$ cat src/design/pia_cfg.svh
// Constants for the identification and advertisement register bank.
// Assumes inclusion by bare name from files under design/.
`ifndef PIA_CFG_SVH
`define PIA_CFG_SVH

// Management register addresses
`define PIA_OFS_BASIC_STATUS  5'h01
`define PIA_OFS_IDENT_HIGH    5'h02
`define PIA_OFS_IDENT_LOW     5'h03
`define PIA_OFS_ADVERTISE     5'h04

// Identification values: arbitrary neutral codes, not a real maker's
`define PIA_ORG_ID_HIGH       16'h5A3C
`define PIA_ORG_ID_LOW        6'h15
`define PIA_VENDOR_MODEL      6'h2A
`define PIA_MODEL_REV         4'h3

// Basic status bit positions
`define PIA_BSW_AN_DONE_BIT   5

// Advertisement bit positions and reset values
`define PIA_ADV_NEXT_PAGE_BIT 15
`define PIA_ADV_RSV14_BIT     14
`define PIA_ADV_REM_FAULT_BIT 13
`define PIA_ADV_RSV12_BIT     12
`define PIA_ADV_ASYM_BIT      11
`define PIA_ADV_PAUSE_BIT     10
`define PIA_ADV_FOUR_PAIR_BIT 9
`define PIA_ADV_FAST_FD_BIT   8
`define PIA_ADV_FAST_HD_BIT   7
`define PIA_ADV_TEN_FD_BIT    6
`define PIA_ADV_TEN_HD_BIT    5
`define PIA_ADV_SEL_MSB       4
`define PIA_ADV_SEL_RESET     5'h01
`define PIA_ADV_WR_MASK       16'hADFF
`define PIA_ADV_RESET         16'h0001

// Management frame timing, counted in management clock edges
`define PIA_PREAMBLE_LEN      6'h20
`define PIA_OP_LEN            6'h02
`define PIA_ADDR_LEN          6'h0A
`define PIA_TA_LEN            6'h02
`define PIA_DATA_LEN          6'h10

// Management opcodes
`define PIA_OP_READ           2'h2
`define PIA_OP_WRITE          2'h1

`endif

$ cat src/design/pia_pkg.sv
// Types shared by the identification and advertisement register bank.
// Assumes nothing of its surroundings.
package pia_pkg;

  typedef enum logic [2:0] {
    PIA_ST_PRE   = 3'b000,
    PIA_ST_START = 3'b001,
    PIA_ST_OP    = 3'b010,
    PIA_ST_ADDR  = 3'b011,
    PIA_ST_TA_RD = 3'b100,
    PIA_ST_RD    = 3'b101,
    PIA_ST_TA_WR = 3'b110,
    PIA_ST_WR    = 3'b111
  } pia_mgmt_state_t;

  typedef struct packed {
    logic fast_fd;
    logic fast_hd;
    logic ten_fd;
    logic ten_hd;
  } pia_strap_t;

  typedef struct packed {
    logic pause;
    logic asym;
  } pia_pause_ability_t;

endpackage : pia_pkg

$ cat src/design/pia_adv_reg.sv
// Advertisement word storage with strap-loaded speed abilities.
// Assumes straps are stable at and just after reset release.
`timescale 1ns/100ps
`default_nettype none
`include "pia_cfg.svh"

module pia_adv_reg
  import pia_pkg::*;
(
  input  wire logic        core_clk_i,
  input  wire logic        sys_rst_i,
  input  wire pia_strap_t  strap_i,
  input  wire logic        wr_en_i,
  input  wire logic [15:0] wr_data_i,
  output logic      [15:0] adv_q_o
);

  logic [15:0] adv_q;
  logic [15:0] adv_d;
  logic        strap_loaded_q;
  logic        strap_loaded_d;

  always_comb
  begin
    adv_d          = adv_q;
    strap_loaded_d = 1'b1;
    if (!strap_loaded_q)
    begin
      // Straps are caught by the clock after release, never by the reset
      adv_d[`PIA_ADV_FAST_FD_BIT] = strap_i.fast_fd;
      adv_d[`PIA_ADV_FAST_HD_BIT] = strap_i.fast_hd;
      adv_d[`PIA_ADV_TEN_FD_BIT]  = strap_i.ten_fd;
      adv_d[`PIA_ADV_TEN_HD_BIT]  = strap_i.ten_hd;
    end
    else if (wr_en_i)
    begin
      // Bits 14, 12 and 9 are outside the mask and stay zero
      adv_d = wr_data_i & `PIA_ADV_WR_MASK;
    end
  end

  always_ff @(posedge core_clk_i or posedge sys_rst_i)
  begin
    if (sys_rst_i)
    begin
      adv_q          <= `PIA_ADV_RESET;
      strap_loaded_q <= 1'b0;
    end
    else
    begin
      adv_q          <= adv_d;
      strap_loaded_q <= strap_loaded_d;
    end
  end

  assign adv_q_o = adv_q;

endmodule : pia_adv_reg
`default_nettype wire

$ cat src/design/pia_regs.sv
// Management-side identification and advertisement register bank.
// Assumes the management clock and data pin are synchronous to core_clk_i
// and that the management clock is well below half the core rate.
//
// How it works
// First identifier word returns organisation id bits 3..18, read-only.
// Second identifier word bits 15:10 return organisation id bits 19..24.
// Second identifier word bits 9:4 return the vendor model number.
// Second identifier word bits 3:0 return the model revision.
// Software renegotiates after advertisement writes made before completion.
// Advertisement bit 15 is read-write next page request, reset 0.
// Advertisement bit 14 ignores writes, reads 0.
// Advertisement bit 13 is read-write remote fault advert, reset 0.
// Advertisement bit 12 resets and reads 0; software writes only 0.
// Advertisement bit 11 is read-write asymmetric pause ability, reset 0.
// Advertisement bit 10 is read-write symmetric pause ability, reset 0.
// Resolve local and partner pause, report in control bits 13:12; the bank drives pause_resolution_o instead.
// Advertisement bit 9, four-pair ability, reads 0 always.
// Advertisement bit 8, fast full duplex, strap reset, read-write.
// Advertisement bit 7, fast half duplex, strap reset, read-write.
// Advertisement bit 6, ten full duplex, strap reset, read-write.
// Basic status bit 5 reads 1 once negotiation has completed.
// Advertisement bit 5, ten half duplex, strap reset, read-write.
// Advertisement bits 4:0 are the selector, reset to 00001.
// Identifier words ignore writes and always return fixed values.
`timescale 1ns/100ps
`default_nettype none
`include "pia_cfg.svh"

module pia_regs
  import pia_pkg::*;
(
  input  wire logic               core_clk_i,
  input  wire logic               sys_rst_i,
  input  wire logic [4:0]         phy_addr_i,
  input  wire logic               mdc_i,
  input  wire logic               mdio_i,
  output logic                    mdio_o,
  output logic                    mdio_oe_o,
  input  wire pia_strap_t         strap_i,
  input  wire logic               an_complete_i,
  input  wire pia_pause_ability_t partner_pause_i,
  output logic [15:0]             advertise_o,
  output logic [1:0]              pause_resolution_o
);

  pia_mgmt_state_t state_q;
  pia_mgmt_state_t state_d;
  logic [5:0]      cnt_q;
  logic [5:0]      cnt_d;
  logic [1:0]      op_q;
  logic [1:0]      op_d;
  logic [9:0]      addr_q;
  logic [9:0]      addr_d;
  logic [15:0]     shift_q;
  logic [15:0]     shift_d;
  logic            mdio_q;
  logic            mdio_d;
  logic            mdio_oe_q;
  logic            mdio_oe_d;
  logic            mdc_prev_q;
  logic            wr_en_q;
  logic            wr_en_d;
  logic [15:0]     wr_data_q;
  logic [15:0]     wr_data_d;
  logic [1:0]      pause_q;
  logic [1:0]      pause_d;
  logic [15:0]     adv_q;
  logic            mdc_rise;
  logic [9:0]      addr_full;
  logic [15:0]     rd_data;

  // Edge of the management clock, sampled as an ordinary synchronous input
  always_ff @(posedge core_clk_i or posedge sys_rst_i)
  begin
    if (sys_rst_i)
    begin
      mdc_prev_q <= 1'b0;
    end
    else
    begin
      mdc_prev_q <= mdc_i;
    end
  end

  assign mdc_rise  = mdc_i & ~mdc_prev_q;
  assign addr_full = {addr_q[8:0], mdio_i};

  // Read data chosen when the register address has fully arrived
  always_comb
  begin
    rd_data = 16'h0000;
    case (addr_full[4:0])
      `PIA_OFS_BASIC_STATUS:
      begin
        // Only completion lives here; other status bits read as zero
        rd_data[`PIA_BSW_AN_DONE_BIT] = an_complete_i;
      end
      `PIA_OFS_IDENT_HIGH:
      begin
        rd_data = `PIA_ORG_ID_HIGH;
      end
      `PIA_OFS_IDENT_LOW:
      begin
        rd_data = {`PIA_ORG_ID_LOW, `PIA_VENDOR_MODEL,
                   `PIA_MODEL_REV};
      end
      `PIA_OFS_ADVERTISE:
      begin
        rd_data = adv_q;
      end
      default:
      begin
        rd_data = 16'h0000;
      end
    endcase
  end

  // Management frame engine: preamble, start, opcode, addresses,
  // turnaround, then sixteen data bits in either direction
  always_comb
  begin
    state_d   = state_q;
    cnt_d     = cnt_q;
    op_d      = op_q;
    addr_d    = addr_q;
    shift_d   = shift_q;
    mdio_d    = mdio_q;
    mdio_oe_d = mdio_oe_q;
    wr_en_d   = 1'b0;
    wr_data_d = wr_data_q;
    if (mdc_rise)
    begin
      case (state_q)
        PIA_ST_PRE:
        begin
          if (mdio_i)
          begin
            if (cnt_q != `PIA_PREAMBLE_LEN)
            begin
              cnt_d = cnt_q + 6'h01;
            end
          end
          else if (cnt_q == `PIA_PREAMBLE_LEN)
          begin
            state_d = PIA_ST_START;
          end
          else
          begin
            cnt_d = 6'h00;
          end
        end
        PIA_ST_START:
        begin
          cnt_d = 6'h00;
          if (mdio_i)
          begin
            state_d = PIA_ST_OP;
          end
          else
          begin
            state_d = PIA_ST_PRE;
          end
        end
        PIA_ST_OP:
        begin
          op_d  = {op_q[0], mdio_i};
          cnt_d = cnt_q + 6'h01;
          if (cnt_q == `PIA_OP_LEN - 6'h01)
          begin
            state_d = PIA_ST_ADDR;
            cnt_d   = 6'h00;
          end
        end
        PIA_ST_ADDR:
        begin
          addr_d = addr_full;
          cnt_d  = cnt_q + 6'h01;
          if (cnt_q == `PIA_ADDR_LEN - 6'h01)
          begin
            cnt_d = 6'h00;
            // Frames for another station or with a bad opcode are dropped
            // and a fresh preamble is needed before the next one
            if (addr_full[9:5] != phy_addr_i)
            begin
              state_d = PIA_ST_PRE;
            end
            else if (op_q == `PIA_OP_READ)
            begin
              state_d = PIA_ST_TA_RD;
              shift_d = rd_data;
            end
            else if (op_q == `PIA_OP_WRITE)
            begin
              state_d = PIA_ST_TA_WR;
            end
            else
            begin
              state_d = PIA_ST_PRE;
            end
          end
        end
        PIA_ST_TA_RD:
        begin
          // First turnaround bit is left floating, the second is driven 0
          mdio_d    = 1'b0;
          mdio_oe_d = 1'b1;
          state_d   = PIA_ST_RD;
          cnt_d     = 6'h00;
        end
        PIA_ST_RD:
        begin
          if (cnt_q == `PIA_DATA_LEN)
          begin
            mdio_d    = 1'b0;
            mdio_oe_d = 1'b0;
            state_d   = PIA_ST_PRE;
            cnt_d     = 6'h00;
          end
          else
          begin
            mdio_d  = shift_q[15];
            shift_d = {shift_q[14:0], 1'b0};
            cnt_d   = cnt_q + 6'h01;
          end
        end
        PIA_ST_TA_WR:
        begin
          cnt_d = cnt_q + 6'h01;
          if (cnt_q == `PIA_TA_LEN - 6'h01)
          begin
            state_d = PIA_ST_WR;
            cnt_d   = 6'h00;
          end
        end
        PIA_ST_WR:
        begin
          shift_d = {shift_q[14:0], mdio_i};
          cnt_d   = cnt_q + 6'h01;
          if (cnt_q == `PIA_DATA_LEN - 6'h01)
          begin
            // Only the advertisement word accepts data; identifier and
            // status writes fall away here
            wr_en_d   = (addr_q[4:0] == `PIA_OFS_ADVERTISE);
            wr_data_d = {shift_q[14:0], mdio_i};
            state_d   = PIA_ST_PRE;
            cnt_d     = 6'h00;
          end
        end
        default:
        begin
          state_d   = PIA_ST_PRE;
          cnt_d     = 6'h00;
          mdio_oe_d = 1'b0;
        end
      endcase
    end
  end

  always_ff @(posedge core_clk_i or posedge sys_rst_i)
  begin
    if (sys_rst_i)
    begin
      state_q   <= PIA_ST_PRE;
      cnt_q     <= 6'h00;
      op_q      <= 2'h0;
      addr_q    <= 10'h000;
      shift_q   <= 16'h0000;
      mdio_q    <= 1'b0;
      mdio_oe_q <= 1'b0;
      wr_en_q   <= 1'b0;
      wr_data_q <= 16'h0000;
    end
    else
    begin
      state_q   <= state_d;
      cnt_q     <= cnt_d;
      op_q      <= op_d;
      addr_q    <= addr_d;
      shift_q   <= shift_d;
      mdio_q    <= mdio_d;
      mdio_oe_q <= mdio_oe_d;
      wr_en_q   <= wr_en_d;
      wr_data_q <= wr_data_d;
    end
  end

  pia_adv_reg u_adv_reg (
    .core_clk_i (core_clk_i),
    .sys_rst_i  (sys_rst_i),
    .strap_i    (strap_i),
    .wr_en_i    (wr_en_q),
    .wr_data_i  (wr_data_q),
    .adv_q_o    (adv_q)
  );

  // Pause resolution: bit 1 enables sending pause, bit 0 honouring it.
  // Held at zero until negotiation completes, so no stale outcome leaks.
  always_comb
  begin
    pause_d = 2'b00;
    if (an_complete_i)
    begin
      if (adv_q[`PIA_ADV_PAUSE_BIT] && partner_pause_i.pause)
      begin
        pause_d = 2'b11;
      end
      else if (!adv_q[`PIA_ADV_PAUSE_BIT] && adv_q[`PIA_ADV_ASYM_BIT] &&
               partner_pause_i.pause && partner_pause_i.asym)
      begin
        pause_d = 2'b10;
      end
      else if (adv_q[`PIA_ADV_PAUSE_BIT] && adv_q[`PIA_ADV_ASYM_BIT] &&
               !partner_pause_i.pause && partner_pause_i.asym)
      begin
        pause_d = 2'b01;
      end
    end
  end

  always_ff @(posedge core_clk_i or posedge sys_rst_i)
  begin
    if (sys_rst_i)
    begin
      pause_q <= 2'b00;
    end
    else
    begin
      pause_q <= pause_d;
    end
  end

  assign mdio_o             = mdio_q;
  assign mdio_oe_o          = mdio_oe_q;
  assign advertise_o        = adv_q;
  assign pause_resolution_o = pause_q;

endmodule : pia_regs
`default_nettype wire

$ cat config.mk
export PLATFORM = sky130hd
export DESIGN_NAME = pia_regs
export DESIGN_NICKNAME = d
export VERILOG_FILES = /design/src/design/pia_pkg.sv /design/src/design/pia_adv_reg.sv /design/src/design/pia_regs.sv
export VERILOG_INCLUDE_DIRS = /design/src /design/src/design
export SDC_FILE = /design/constraint.sdc
export NUM_CORES = 1
export LEC_CHECK = 0
export ABC_AREA = 1
export BUFFER_PORTS_ARGS = -buffer_cell sky130_fd_sc_hd__buf_4
export CAP_MARGIN = 20
export CORE_UTILIZATION = 53
export CTS_CLUSTER_DIAMETER = 80
export DETAILED_ROUTE_END_ITERATION = 7
export GPL_ROUTABILITY_DRIVEN = 0
export PLACE_DENSITY = 0.73
export RECOVER_POWER = 100
export SLEW_MARGIN = 20
export SYNTH_ARGS = -nofsm -noshare
export SYNTH_HDL_FRONTEND = slang
export SYNTH_SLANG_ARGS = --single-unit
$ cat constraint.sdc
create_clock -name core_clk_i -period 2 [get_ports core_clk_i]
set_input_delay 0.4 -clock core_clk_i [delete_from_list [all_inputs] [get_ports core_clk_i]]
set_output_delay 0.4 -clock core_clk_i [all_outputs]
set_load 0.02 [all_outputs]
==> summary.txt <==
Worst setup path
  • CP startpoint: state_q[0]
  • Critical-path maximum fanout: 16
  • Worst R2R Start: state_q[0]
  • CP endpoint kind: register
  • Largest stage delay, worst path: between 0.5 and 0.6 ns
  • Setup crit start kind: register
  • Setup CP Type: register to register
  • Worst EP arrival: roughly 2.0 ns
  • Most Frequent Cell on Critical Path: nand2_1
  • Critical path required time: 2.24 ns
  • Crit-path cells: nand2_1 -> nor2_2 -> nand2_1 -> nand3_1 -> nand2_1
  • Worst path slowest cell: dfrtp_1

STA
  • Tcrit/Tclk final: around 90%
  • Setup_tns: 0 ns
  • Setup violators final: 0
  • Slew Viols, Final: 70
  • Tmin final: approximately 1.8 ns
  • RSZ-0062 raised after global routing: no
  • Worst hold slack: around 0.18 ns
  • Clock skew: 0.00985 ns
  • Relative slew slack: -1.52%
  • Final-report hold violation count: 0
  • Fmax achieved: ~0.56 GHz
  • Slew @ Worst Pin: 1.52 ns

Clock tree
  • H-Tree Depth: 3
  • Root Buffer: clkbuf_8
  • CTS resizes: 0
  • Post CTS Setup Buffer Count: 0
  • CTS tree: built
  • Latest clock arrival within the worst-skew pair: between 0.3 and 0.4 ns
  • Max Buffers Root-to-Sink: 2
  • CTS Hold Bufs: 0
  • Num CTS Buffers: 9
  • Clock Sinks: 69
  • Clock-pin slew on the worst setup and hold paths: about 0.070 ns

Final layout
  • Cell area after layout: about 0.004 mm^2
  • Layout cell share with drive strength beyond 1: between 10 and 15%
  • Diode count: 0
  • Final net count: between 500 and 600
  • Area Growth Syn to Fin: 9.98%

Run status
  • Status: complete, but fails checks
  • Failing checks: design-rule violations, max-capacitance violations, max-slew violations

Yosys
  • Yosys warns: 0
  • Synth area leader: dfrtp_1
  • Synth top area share: 46.8%
  • EDFF count, synth: 0
  • Predominant post-synthesis flop cell: dfrtp_1
  • Cell variety after synth: 34
  • Async S/R FF share, synth: 100%
  • Largest cells by area after synthesis: dfrtp_1 47%, nand2_1 15%, inv_1 6.0%, nor2_1 6.0%, nand3_1 5.4%
  • Syn Std Cell Area: 0.00363 mm^2
  • Cell count after synthesis: between 400 and 500
  • Seq/Total Area, Yosys: between 40% and 50%
  • Synthesized flop and latch total: 69
  • Avg Synthesized Cell Area: 7.72 um^2

GRT
  • Pin count of the biggest net entering global routing: 70
  • Gr ovfl total: 0
  • Met3 GRT Util: 3.21%
  • GRT Total Usage: 22.3%
  • First-pass GRT wire length: between 10000 and 15000 um
  • GR peak layer: met2
  • Vias in the first global route: 2869
  • GRT met2 Usage: 37.7%
  • Grt met1 use: between 20 and 30%
  • Initial antenna violation count: 0

Placed design
  • IO Port Bufs: 32
  • Placed inst area: 0.00392 mm^2
  • Hpwl dp: between 5000 and 6000 um

Floorplanning
  • # rows: 29
  • Boundary pin count: 36
  • Die Ht: roughly 85 um
  • Die Wd: roughly 85 um
  • Die area: around 0.0072 mm^2
  • Initial core utilization: a little under three fifths
  • Core Area: ~0.0065 mm^2

Pwr
  • Peak VDD IR: a little over 0.6 mV
  • Overall power: between 3 and 4 mW
  • Pwr/cell area: approximately 850 mW/mm^2
  • Static leakage: around 2.1 nW

Hold path
  • Hold Path Class: input port to register
  • Worst Min Path Start: mdc_i

Drt
  • DR vias/cell: about 5
  • Post-DR wirelength/cell: 12.5 um
  • Vias: 3012
  • DR DRC count: 3
  • DRT iter0 DRCs: 206
  • Drt pass-1 iters: 7
  • Total Wirelength: 7340 um
  • Remaining antenna violation count: 0

Flow run
  • MaxCap Viol Count: 1
## worst max-delay path, delay by kind of cell (launching register included)
kind             cells  cell delay, ns
and+or+nand+nor      5            1.16
DFF                  1            0.53
## layout by cell type (no fill, tap or decap), drive strengths merged
master    instances
clkinv            3
buf              16
xnor2             1
nand3            40
nor2             66
conb              4
nor4              1
nand2           151
o221ai            1
mux2              7
clkbuf           33
o22ai             5
ha                5
clkinvlp          1
dfstp             1
nor3              3
a21oi             6
inv              58
o21ai            28
xor2              1
o211ai            3
bufinv            1
nand4             6
dfrtp            68
## synth_stat cells (6+ instances only)
| library cell | instances |
|---|---|
| nand2_1 | 147 |
| dfrtp_1 | 68 |
| inv_1 | 58 |
| nor2_1 | 58 |
| nand3_1 | 39 |
| o21ai_0 | 26 |
| mux2_2 | 7 |
| buf_4 | 6 |
## power by group
| group | total (mW) | switching [mW] | internal (mW) | leakage, nW |
|---|---|---|---|---|
| Clock | 1.08 | 0.509 | 0.575 | 0.0914 |
| Sequential | 1.65 | 0.138 | 1.51 | 0.927 |
| Combinational | 0.684 | 0.463 | 0.220 | 1.07 |
| Total | 3.42 | 1.11 | 2.31 | 2.09 |
## layer usage
metal	wire, um	share of wire (%)
met1	3470	47
met2	3480	47
met3	275	3.7
met4	117	1.6
met5	0	0
## cells by family after synthesis
kind of cell / count (synthesis) / share of synthesized area, %
compound gates: 43 / 6.51
xor+xnor: 2 / 0.482
fa+ha+maj: 5 / 1.72
buf+inv: 76 / 9.05
flops: 69 / 47.5
mux: 7 / 2.17
other cells: 2 / 0.207
simple gates: 267 / 32.3
## final cells by class
type                    instances  area (um^2)
clock buffers                  13          139
clock inverters                 3         40.0
fillers                       601         2500
inverters                      60          226
multi-input cells             328         1570
flip-flops and latches         69         1730
well taps                      77         96.3
repair buffers                 36          196
## state kept, by name (all words and copies together) (netlist names)
signal / count
u_adv_reg.strap_loaded_q: 1
u_adv_reg.adv_q_o: 13
mdc_prev_q: 1
state_q: 3
op_q: 2
wr_en_q: 1
addr_q: 9
pause_resolution_o: 2
shift_q: 16
cnt_q: 6
wr_data_q: 13
mdio_oe_o: 1
mdio_o: 1
## path summary, 6_finish.rpt
check | cells after the start | endpoint | slack [ns]
worst max-delay path | 5 | shift_q[4] | 0.20
worst min-delay path | 1 | mdc_prev_q | 0.18
worst max register to register | 5 | shift_q[4] | 0.20
worst min register to register | 2 | shift_q[8] | 0.48
max in group asynchronous | 3 | state_q[0] | 0.47
min in group asynchronous | 3 | u_adv_reg.strap_loaded_q | 0.62
## per-stage QoR
stage / util, % / setup slack (ns) / cells
3_3_place_gp: 60.4 / 0.263 / 570
6_report: 61.5 / 0.204 / 586
4_1_cts: 63.1 / 0.228 / 586
5_1_grt: 61.5 / 0.0195 / 586
2_1_floorplan: - / 0.547 / 473
3_5_place_dp: 60.4 / 0.246 / 570
Power figures use the tool's default switching activity.
